**config.mk**
```make
export PLATFORM = sky130hd
export DESIGN_NAME = srb_status
export DESIGN_NICKNAME = d
export VERILOG_FILES = /design/src/srb_pkg.sv /design/src/srb_status.sv
export SDC_FILE = /design/constraint.sdc
export NUM_CORES = 1
export LEC_CHECK = 0
export ABC_AREA = 1
export ABC_CLOCK_PERIOD_IN_PS = 12000
export BUFFER_PORTS_ARGS = -buffer_cell sky130_fd_sc_hd__buf_2
export CAP_MARGIN = 10
export CELL_PAD_IN_SITES_DETAIL_PLACEMENT = 1
export CELL_PAD_IN_SITES_GLOBAL_PLACEMENT = 1
export CORE_ASPECT_RATIO = 0.7
export CORE_MARGIN = 5
export CORE_UTILIZATION = 48
export DETAILED_ROUTE_END_ITERATION = 8
export PLACE_DENSITY = 0.86
export SLEW_MARGIN = 0
export SYNTH_ARGS = -nofsm -noshare
export SYNTH_HDL_FRONTEND = slang
export SYNTH_SLANG_ARGS = --single-unit
```
**constraint.sdc**
```tcl
create_clock -name ref_clk -period 12 [get_ports ref_clk]
set_input_delay 2.4 -clock ref_clk [delete_from_list [all_inputs] [get_ports ref_clk]]
set_output_delay 2.4 -clock ref_clk [all_outputs]
set_load 0.01 [all_outputs]
```
**src/srb_pkg.sv**
```systemverilog
// constants and carrier types for the receive buffer close status block
// assumes one system clock; no other package is needed
package srb_pkg;
  localparam int          ADDR_W        = 8;
  localparam int          TMR_W         = 16;
  localparam logic [7:0]  OFS_CTRL      = 8'h00;
  localparam logic [7:0]  OFS_STATUS_A  = 8'h08;
  localparam logic [7:0]  OFS_FIFO      = 8'h0C;
  localparam logic [7:0]  OFS_MATCH     = 8'h10;
  localparam logic [7:0]  OFS_BUFFER_TIMEOUT_FLAG      = 8'h14;
  localparam logic [7:0]  OFS_CHAR_TIMEOUT_FLAG      = 8'h18;
  localparam int          POS_HIT       = 28;
  localparam int          POS_BUFFER_TIMEOUT_FLAG      = 27;
  localparam int          POS_CHAR_TIMEOUT_FLAG      = 26;
  localparam int          POS_RSVD      = 22;
  localparam int          POS_COUNT     = 20;
  localparam int          POS_MODEM     = 16;
  localparam int          POS_PENDING   = 11;
  localparam int          POS_CLOSED    = 9;
  localparam logic [31:0] RST_WORD      = 32'h0000_0000;
  localparam logic [2:0]  RST_COUNT     = 3'h0;
  localparam logic [2:0]  WORD_BYTES    = 3'h4;
  localparam logic [4:0]  RST_CTRL      = 5'h00;

  // control fields
  typedef struct packed {
    logic littleOrder;
    logic dmaMode;
    logic cgapEn;
    logic bgapEn;
    logic matchEn;
  } srb_ctrl_t;

  // descriptor status handed to the dma engine at buffer close
  typedef struct packed {
    logic        valid;
    logic [15:0] status;
  } srb_desc_t;
endpackage : srb_pkg

```
**src/srb_status.sv**
```systemverilog
// receive buffer close status: close reasons, word byte count, modem levels
// assumes rxValid/rxByte come from the receiver on ref_clk; modem pins are async
//
// What this block does
// - character match sets hit flag, closes buffer
// - matched character is last byte stored
// - dma mode copies hit flags to descriptor
// - hit flags meaningful only while buffer closed
// - buffer gap timeout from first byte closes
// - buffer timeout flag to descriptor in dma
// - character gap timeout from last byte closes
// - character timeout flag to descriptor in dma
// - two-bit valid byte count, 00 means four
// - byte order picks the byte lanes
// - bytes packed by selected byte order
// - carrier detect state follows its input
// - incoming call state follows ring input
// - modem-on state follows data set ready
// - send-permit state follows clear to send
// - writing one clears close-reason flags
// - close-reason flags updated at every close
// - word pending held off while buffer closed
`timescale 1ns/1ps
`default_nettype none
module srb_status
  import srb_pkg::*;
#(
  parameter int TIMER_W = TMR_W
)(
  input  wire logic              ref_clk,
  input  wire logic              rst,
  input  wire logic [ADDR_W-1:0] regAddr,
  input  wire logic [31:0]       regWrData,
  input  wire logic              regWrStb,
  input  wire logic              regRdStb,
  output logic      [31:0]       regRdData,
  input  wire logic              rxValid,
  input  wire logic [7:0]        rxByte,
  input  wire logic              carrierDetectPin,
  input  wire logic              ringPin,
  input  wire logic              dataSetReadyPin,
  input  wire logic              clearToSendPin,
  output srb_desc_t              descOut
);
  // timeout registers are loaded from one bus word
  if (TIMER_W < 1 || TIMER_W > 32)
  begin : g_bad_width
    $error("TIMER_W must be 1..32");
  end

  srb_ctrl_t          ctrl_reg, ctrl_next;
  logic [31:0]        match_reg, match_next;
  logic [TIMER_W-1:0] bgapVal_reg, bgapVal_next, cgapVal_reg, cgapVal_next;
  logic [TIMER_W-1:0] bufTmr_reg, bufTmr_next, chrTmr_reg, chrTmr_next;
  logic               bufOpen_reg, bufOpen_next;
  logic [5:0]         reason_reg, reason_next;
  logic               closed_reg, closed_next;
  logic [31:0]        asm_reg, asm_next, hold_reg, hold_next;
  logic [2:0]         asmCnt_reg, asmCnt_next, holdCnt_reg, holdCnt_next;
  logic               holdValid_reg, holdValid_next;
  logic               flushPend_reg, flushPend_next;
  logic [31:0]        rdData_reg, rdData_next;
  srb_desc_t          desc_reg, desc_next;
  logic [3:0]         sync1_reg, sync2_reg, sync3_reg;
  logic [3:0]         modem_reg, modem_next;
  logic [3:0]         hitVec;
  logic               byteTake, matchClose, bgapExp, cgapExp, closeNow;
  logic [5:0]         newReason;
  logic [31:0]        statusWord;
  logic [1:0]         lane;

  // compare each configured match character against the incoming byte
  genvar gi;
  generate
    for (gi = 0; gi < 4; gi++)
    begin : g_hit
      assign hitVec[3-gi] = (match_reg[gi*8 +: 8] == rxByte);
    end
  endgenerate

  assign statusWord = {reason_reg, 4'h0, holdCnt_reg[1:0], modem_reg,
                       4'h0, holdValid_reg & ~closed_reg, 1'b0, closed_reg,
                       9'h000};

  // new bytes are dropped, not held, while a closed buffer's tail is still being flushed
  assign byteTake   = rxValid && asmCnt_reg != WORD_BYTES && !flushPend_reg;
  assign matchClose = byteTake && ctrl_reg.matchEn && (hitVec != 4'h0);
  assign bgapExp    = ctrl_reg.bgapEn && bufOpen_reg && bgapVal_reg != '0
                      && bufTmr_reg == bgapVal_reg;
  assign cgapExp    = ctrl_reg.cgapEn && bufOpen_reg && !byteTake
                      && cgapVal_reg != '0 && chrTmr_reg == cgapVal_reg;
  assign closeNow   = matchClose || bgapExp || cgapExp;
  assign newReason  = {hitVec & {4{matchClose}}, bgapExp, cgapExp};

  always_comb
  begin
    ctrl_next      = ctrl_reg;
    match_next     = match_reg;
    bgapVal_next   = bgapVal_reg;
    cgapVal_next   = cgapVal_reg;
    bufTmr_next    = bufTmr_reg;
    chrTmr_next    = chrTmr_reg;
    bufOpen_next   = bufOpen_reg;
    reason_next    = reason_reg;
    closed_next    = closed_reg;
    asm_next       = asm_reg;
    asmCnt_next    = asmCnt_reg;
    hold_next      = hold_reg;
    holdCnt_next   = holdCnt_reg;
    holdValid_next = holdValid_reg;
    flushPend_next = flushPend_reg;
    rdData_next    = RST_WORD;
    desc_next      = '0;
    lane           = ctrl_reg.littleOrder ? asmCnt_reg[1:0] : 2'(3 - asmCnt_reg[1:0]);

    if (regWrStb)
    begin
      if (regAddr == OFS_CTRL)
        ctrl_next = srb_ctrl_t'(regWrData[4:0]);
      else if (regAddr == OFS_MATCH)
        match_next = regWrData;
      else if (regAddr == OFS_BUFFER_TIMEOUT_FLAG)
        bgapVal_next = regWrData[TIMER_W-1:0];
      else if (regAddr == OFS_CHAR_TIMEOUT_FLAG)
        cgapVal_next = regWrData[TIMER_W-1:0];
      else if (regAddr == OFS_STATUS_A)
      begin
        reason_next = reason_reg & ~regWrData[31:26];
        if (regWrData[POS_CLOSED])
          closed_next = 1'b0;
      end
    end

    if (regRdStb)
    begin
      if (regAddr == OFS_CTRL)
        rdData_next = {27'h000_0000, ctrl_reg};
      else if (regAddr == OFS_STATUS_A)
        rdData_next = statusWord;
      else if (regAddr == OFS_FIFO)
      begin
        rdData_next = hold_reg;
        holdValid_next = 1'b0;
        // no word left to describe, so the count returns to its reset code
        holdCnt_next = RST_COUNT;
      end
      else if (regAddr == OFS_MATCH)
        rdData_next = match_reg;
      else if (regAddr == OFS_BUFFER_TIMEOUT_FLAG)
        rdData_next = 32'(bgapVal_reg);
      else if (regAddr == OFS_CHAR_TIMEOUT_FLAG)
        rdData_next = 32'(cgapVal_reg);
    end

    if (bufOpen_reg)
    begin
      bufTmr_next = bufTmr_reg + 1'b1;
      chrTmr_next = chrTmr_reg + 1'b1;
    end

    if (byteTake)
    begin
      asm_next[{lane, 3'b000} +: 8] = rxByte;
      asmCnt_next = asmCnt_reg + 3'h1;
      chrTmr_next = '0;
      if (!bufOpen_reg)
      begin
        bufOpen_next = 1'b1;
        bufTmr_next  = '0;
      end
    end

    if (closeNow)
    begin
      reason_next  = newReason;
      bufOpen_next = 1'b0;
      flushPend_next = 1'b1;
      // dma moves the reasons to the descriptor and needs no acknowledge
      if (ctrl_reg.dmaMode)
      begin
        desc_next.valid  = 1'b1;
        desc_next.status = statusWord[31:16];
        desc_next.status[15:10] = newReason;
      end
      else
        closed_next = 1'b1;
    end

    // hand the assembled word on when full or when its buffer closed
    if (!holdValid_reg && asmCnt_reg != RST_COUNT
        && (asmCnt_reg == WORD_BYTES || flushPend_reg))
    begin
      hold_next      = asm_reg;
      holdCnt_next   = asmCnt_reg;
      holdValid_next = 1'b1;
      asm_next       = RST_WORD;
      asmCnt_next    = byteTake ? 3'h1 : RST_COUNT;
      if (byteTake)
        asm_next[{ctrl_reg.littleOrder ? 2'd0 : 2'd3, 3'b000} +: 8] = rxByte;
      flushPend_next = closeNow;
    end
    else if (flushPend_reg && asmCnt_reg == RST_COUNT && !closeNow)
      flushPend_next = 1'b0;
  end

  // stored levels move only once the two late stages agree
  always_comb
  begin
    modem_next = modem_reg;
    for (int i = 0; i < 4; i++)
      if (sync2_reg[i] == sync3_reg[i])
        modem_next[i] = sync3_reg[i];
  end

  always_ff @(posedge ref_clk or posedge rst)
  begin
    if (rst)
    begin
      ctrl_reg      <= srb_ctrl_t'(RST_CTRL);
      match_reg     <= RST_WORD;
      bgapVal_reg   <= '0;
      cgapVal_reg   <= '0;
      bufTmr_reg    <= '0;
      chrTmr_reg    <= '0;
      bufOpen_reg   <= 1'b0;
      reason_reg    <= 6'h00;
      closed_reg    <= 1'b0;
      asm_reg       <= RST_WORD;
      asmCnt_reg    <= RST_COUNT;
      hold_reg      <= RST_WORD;
      holdCnt_reg   <= RST_COUNT;
      holdValid_reg <= 1'b0;
      flushPend_reg <= 1'b0;
      rdData_reg    <= RST_WORD;
      desc_reg      <= '0;
      sync1_reg     <= 4'h0;
      sync2_reg     <= 4'h0;
      sync3_reg     <= 4'h0;
      modem_reg     <= 4'h0;
    end
    else
    begin
      ctrl_reg      <= ctrl_next;
      match_reg     <= match_next;
      bgapVal_reg   <= bgapVal_next;
      cgapVal_reg   <= cgapVal_next;
      bufTmr_reg    <= bufTmr_next;
      chrTmr_reg    <= chrTmr_next;
      bufOpen_reg   <= bufOpen_next;
      reason_reg    <= reason_next;
      closed_reg    <= closed_next;
      asm_reg       <= asm_next;
      asmCnt_reg    <= asmCnt_next;
      hold_reg      <= hold_next;
      holdCnt_reg   <= holdCnt_next;
      holdValid_reg <= holdValid_next;
      flushPend_reg <= flushPend_next;
      rdData_reg    <= rdData_next;
      desc_reg      <= desc_next;
      sync1_reg     <= {carrierDetectPin, ringPin, dataSetReadyPin, clearToSendPin};
      sync2_reg     <= sync1_reg;
      sync3_reg     <= sync2_reg;
      modem_reg     <= modem_next;
    end
  end

  assign regRdData = rdData_reg;
  assign descOut   = desc_reg;
endmodule : srb_status
`default_nettype wire

```
# Word level (Yosys, flattened, before mapping)
# Index checks and enable logic that the tools add are counted.
# word_totals
regBits	245
word_cells	167
output_inout_bits	49
# classes
n_reduce_logical	42
mux	54
shifts	4
bitwise	9
n_eq_ne	23
add_sub_neg	6
# ops
cell	n
$mux W32	8
$mux W16	7
$shift A8 B7 Y32 const A	2
$shiftx A8 B7 Y32	2
$mux W6	7
$mux W17	2
$add A16 B1 Y16 const B	2
$and A32 B32 Y32	1
$bwmux W32	1
$eq A16 B16 Y1	2
$eq A8 B8 Y1	4
$reduce_bool A16 Y1	2
$eq A8 B5 Y1 const B	3
$mux W1	20
$eq A8 B4 Y1 const B	2
$logic_and A1 B1 Y1	15
$mux W2	7
$neg A5 Y7	2
$reduce_bool A2 Y1	7
$logic_not A8 Y1	1
$ne A2 B2 Y1 const B	4
$reduce_and A4 Y1	2
$and A6 B6 Y6	1
$mux W3	2
other kinds (19)	32

# Depth between registers and ports, before layout
# depth
depth_word	12
depth_mapped	13
mapped_depth_nobuf	12

# Least setup slack after synthesis
# OpenSTA, ideal clock, no wires.
# synth_path
path_type	input -> register
from	input rxByte[1]
to	register desc_reg (netlist bit descOut[16])
stages	13
n_path_buf	1
setup_slack_ps	8458
arrival_ps	3425
cell_sequence	buf_2 > inv_1 > nand2_1 > nand2_1 > nor2_1 > nand2_1 > nor2_2 > nor2_1 > nand2_4 > nand2_4 > nand2_8 > nand2_8 > inv_1
# synth_rtl
item	line_no	rtl
from (decl)	srb_status.sv:38	input wire logic [7:0] rxByte,
to (signal assigned)	srb_status.sv:259	desc_reg <= desc_next;
to (decl)	srb_status.sv:63	srb_desc_t desc_reg, desc_next;

# Final worst setup path
# layout_path
from	input regAddr[1]
to	register cgapVal_reg[14]
# layout_via
elab_chain_len	3
word_cells_on_any_way	8
# layout_lines
item	line_no	rtl
from (decl)	srb_status.sv:32	input wire logic [ADDR_W-1:0] regAddr,
$eq A8 B5 Y1, or another cell as far along	srb_status.sv:122	else if (regAddr == OFS_BUFFER_TIMEOUT_FLAG)
$not A1 Y1 (no line)	n/a	
$reduce_and A5 Y1 (no line) (*)	n/a	
to (signal assigned)	srb_status.sv:246	cgapVal_reg <= cgapVal_next;
to (decl)	srb_status.sv:53	logic [TIMER_W-1:0] bgapVal_reg, bgapVal_next, cgapVal_reg, cgapVal_next;
# Mark *: on every way between the ends. The rest lies on a longest branch, timed or not.
# A chain may end at the register's enable or synchronous reset.

==> flow_metrics.tcl <==
set metrics [dict create \
    start_util_pct 48.7 \
    critPathMaxFanout 32 \
    cpMostUsedCell "sky130_fd_sc_hd__nor2_2" \
    worst_slew_margin_pct 27.7 \
    skew_ns 0.0119 \
    maxClockFrequency_mhz 219 \
    synth_largest_type_area_fraction_pct 52.4 \
    gr-total-overflow 0 \
    cp-end-kind "flop" \
    final.period_utilization_pct 38.1 \
    chipWidth_um 195 \
    cts_resized 0 \
    cts.htree.levels 1 \
    vdd_drop_max_uv 123 \
    setup_ws_ns 7.43 \
    layout.cell_area.non_filler_um2 13000 \
    post-place-ws_ns 6.99 \
    drtPass1Iterations 5 \
    global_route_wire_length_before_repair_um 62000 \
    hold-worst-slack_ns 0.347 \
    placeableCoreArea_um2 23600 \
    clk_latency_worst_skew_pair_ns 0.53 \
    p_leak_nw 6.47 \
    synthToLayoutAreaGrowth_pct 13.0 \
    setup-violations-final 0 \
    post_synth_arst_share_pct 100 \
    synth.largest_area_cell "sky130_fd_sc_hd__dfrtp_1" \
    timing.critical_path.cells "buf_2 > nor2_2 > nand3_2 > nor2_2 > inv_2 > nand3_1 > nand2_1 > o21ai_1" \
    numPortBuffers 101 \
    die_height_um 140 \
    postCtsSetupRepairBufs 0 \
    grt_setup_unrepaired "no" \
    holdBufCountCts 0 \
    first_global_vias 10800 \
    max_slew.worst_pin.slew_ns 1.08 \
    netlist_instances 1443 \
    dp.final_hpwl_um 29000 \
    synth_area_leaders "sky130_fd_sc_hd__dfrtp_1 52%, sky130_fd_sc_hd__nand2_1 13%, sky130_fd_sc_hd__o21ai_0 8.1%" \
    worst_ep_arrival_time_ns 5.00 \
    core.rowCount 47 \
    tritoncts "built" \
    final_period_minus_worst_setup_slack_ns 4.57 \
    cts-root-buf "sky130_fd_sc_hd__clkbuf_16" \
    num_io_pins 106 \
    finalWeightedCongestion 0.944 \
    timing.max_cap.violations 0 \
    most_frequently_used_flop_master_after_synthesis "sky130_fd_sc_hd__dfrtp_1" \
    postSynthRegisterBits 241 \
    cts_inserted_buffers 25 \
    pwr-share-seq_pct 45.8 \
    route.antenna.remaining_nets 0 \
    critical_path.startpoint_type "input port" \
    initialDrtViolationCount 1019 \
    final_core_utilization_pct 55.0 \
    powerDensity_nw_per_um2 172 \
    placedInstanceArea_um2 12300 \
    via_per_inst 5.67 \
    grt_max_degree 102 \
    avgSynthCellArea_um2 7.98 \
    cts_max_path_buffers 3 \
    critical-path-max-stage-delay_ns 0.83 \
    slew_viol_final 0 \
    drive_gt1_share_pct 11.8 \
    worst_ep_required_time_ns 12.43 \
    switchingPower_uw 755 \
    yosysUniqueCellTypes 41 \
    synth_common_cells "386 x sky130_fd_sc_hd__nand2_1, 241 x sky130_fd_sc_hd__dfrtp_1, 196 x sky130_fd_sc_hd__inv_1" \
    internal-power_mw 1.48 \
    yosysMostFrequentCell "sky130_fd_sc_hd__nand2_1" \
    grt_util_all_layers_pct 28.9 \
    grt_antenna_before_repair 0 \
    worstHoldPathType "reg -> reg" \
    timing_worst_setup_path_type "in -> reg" \
    fin_tns_setup_ns 0 \
    dr_total_vias 10600 \
    comb_power_share_pct 20.9 \
    routed_wl_um 39800 \
    power.share.switching_pct 33.8 \
    synth_sequential_area_ratio_pct 52.4 \
    status "completed" \
    num_antenna_cells 0 \
    yosysWarningCount 0 \
    design.die.area_um2 27200 \
    clkPwrFrac_pct 33.3 \
    post-route-drc-count 0 \
    clk_transition_reported_paths_ns 0.06 \
    wl_per_cell_um 21.4 \
    area_of_the_mapped_netlist_um2 11500 \
    nets 1598 \
    synth_enable_flop_cells 0 \
    cts_num_sinks 241 \
    hold_viol 0 \
    crit_path_top_delay_cell "sky130_fd_sc_hd__nand3_1" \
]
==> cell type report <==
cell class                      instances  area, um^2
Clock inverter                          5        56.3
Clock buffer                           35         693
Timing Repair Buffer                  106         543
Fill cell                            2973       10600
Inverter                              212         803
Sequential cell                       241        6030
Multi-Input combinational cell        946        4490
Tap cell                              318         398
==> worst max-delay path: cells and delay by family <==
family | cells | cell delay, ns
compound gates | 1 | 0.13
simple gates | 5 | 1.93
buf+inv | 2 | 0.51
==> cells by family after synthesis <==
logic type | Yosys count | share of synthesized area, %
buf+inv | 259 | 8.83
mux | 1 | 0.0978
other cells | 1 | 0.0326
compound gates | 286 | 13.4
flops | 241 | 52.4
simple gates | 631 | 23.1
xor+xnor | 11 | 0.902
fa+ha+maj | 13 | 1.33
==> cells in the final DEF, fill, tap and decap left out, types with 5 or more instances in the layout <==
cell type and count:
sky130_fd_sc_hd__nor2_1 121, sky130_fd_sc_hd__clkbuf_16 25, sky130_fd_sc_hd__o21ai_1 8, sky130_fd_sc_hd__o21ai_0 186
sky130_fd_sc_hd__a21oi_1 50, sky130_fd_sc_hd__xor2_1 9, sky130_fd_sc_hd__clkbuf_1 7, sky130_fd_sc_hd__nand4_1 19
sky130_fd_sc_hd__nand3b_1 6, sky130_fd_sc_hd__inv_2 16, sky130_fd_sc_hd__nor3_1 27, sky130_fd_sc_hd__o32ai_1 10
sky130_fd_sc_hd__buf_4 5, sky130_fd_sc_hd__o211ai_1 8, sky130_fd_sc_hd__ha_1 9, sky130_fd_sc_hd__dfrtp_1 241
sky130_fd_sc_hd__nor2_2 12, sky130_fd_sc_hd__nand2_1 386, sky130_fd_sc_hd__o221ai_1 5, sky130_fd_sc_hd__buf_2 101
sky130_fd_sc_hd__nand3_1 44, sky130_fd_sc_hd__o22ai_1 9, sky130_fd_sc_hd__inv_1 195
==> power groups by stage <==
stage | registers, mW | clock network (mW) | logic [mW]
after floorplan | 0.993 | 0 | 0.330
after global placement | 1.03 | 0 | 0.426
after detailed placement | 1.03 | 0 | 0.456
after CTS | 1.02 | 0.754 | 0.463
after global routing | 1.04 | 0.794 | 0.527
final | 1.02 | 0.745 | 0.467
==> layer usage <==
| metal | track usage [%] | wire [um] | vias up |
|---|---|---|---|
| met2 | 41.7 | 16900 | 420 |
| li1 | - | - | 4760 |
| met5 | 0 | 0 | - |
| met1 | 43.4 | 18000 | 5323 |
| met4 | 6.06 | 850 | 0 |
| met3 | 8.58 | 4080 | 65 |
==> worst paths after layout <==
| kind | start | to | slack [ns] | cells after the start |
|---|---|---|---|---|
| max | regAddr[1] | cgapVal_reg[14]$_DFFE_PP0P_ | 7.43 | 8 |
| min | sync1_reg[2]$_DFF_PP0_ | sync2_reg[2]$_DFF_PP0_ | 0.35 | 0 |
| max reg2reg | asmCnt_reg[0]$_DFFE_PP0P_ | asm_reg[19]$_DFFE_PP0P_ | 8.95 | 8 |
| min reg2reg | sync1_reg[2]$_DFF_PP0_ | sync2_reg[2]$_DFF_PP0_ | 0.35 | 0 |
| max in group asynchronous | rst | chrTmr_reg[11]$_DFFE_PP0P_ | 7.72 | 4 |
| min in group asynchronous | rst | descOut[3]$_DFF_PP0_ | 1.98 | 2 |
==> metrics by stage <==
stage / power, mW / cells
2_1_floorplan: 1.32 / 1446
4_1_cts: 2.24 / 1863
3_3_place_gp: 1.45 / 1823
5_1_grt: 2.36 / 1863
3_5_place_dp: 1.49 / 1823
6_report: 2.24 / 1863
Note: power is estimated with default switching activity, not from simulation.
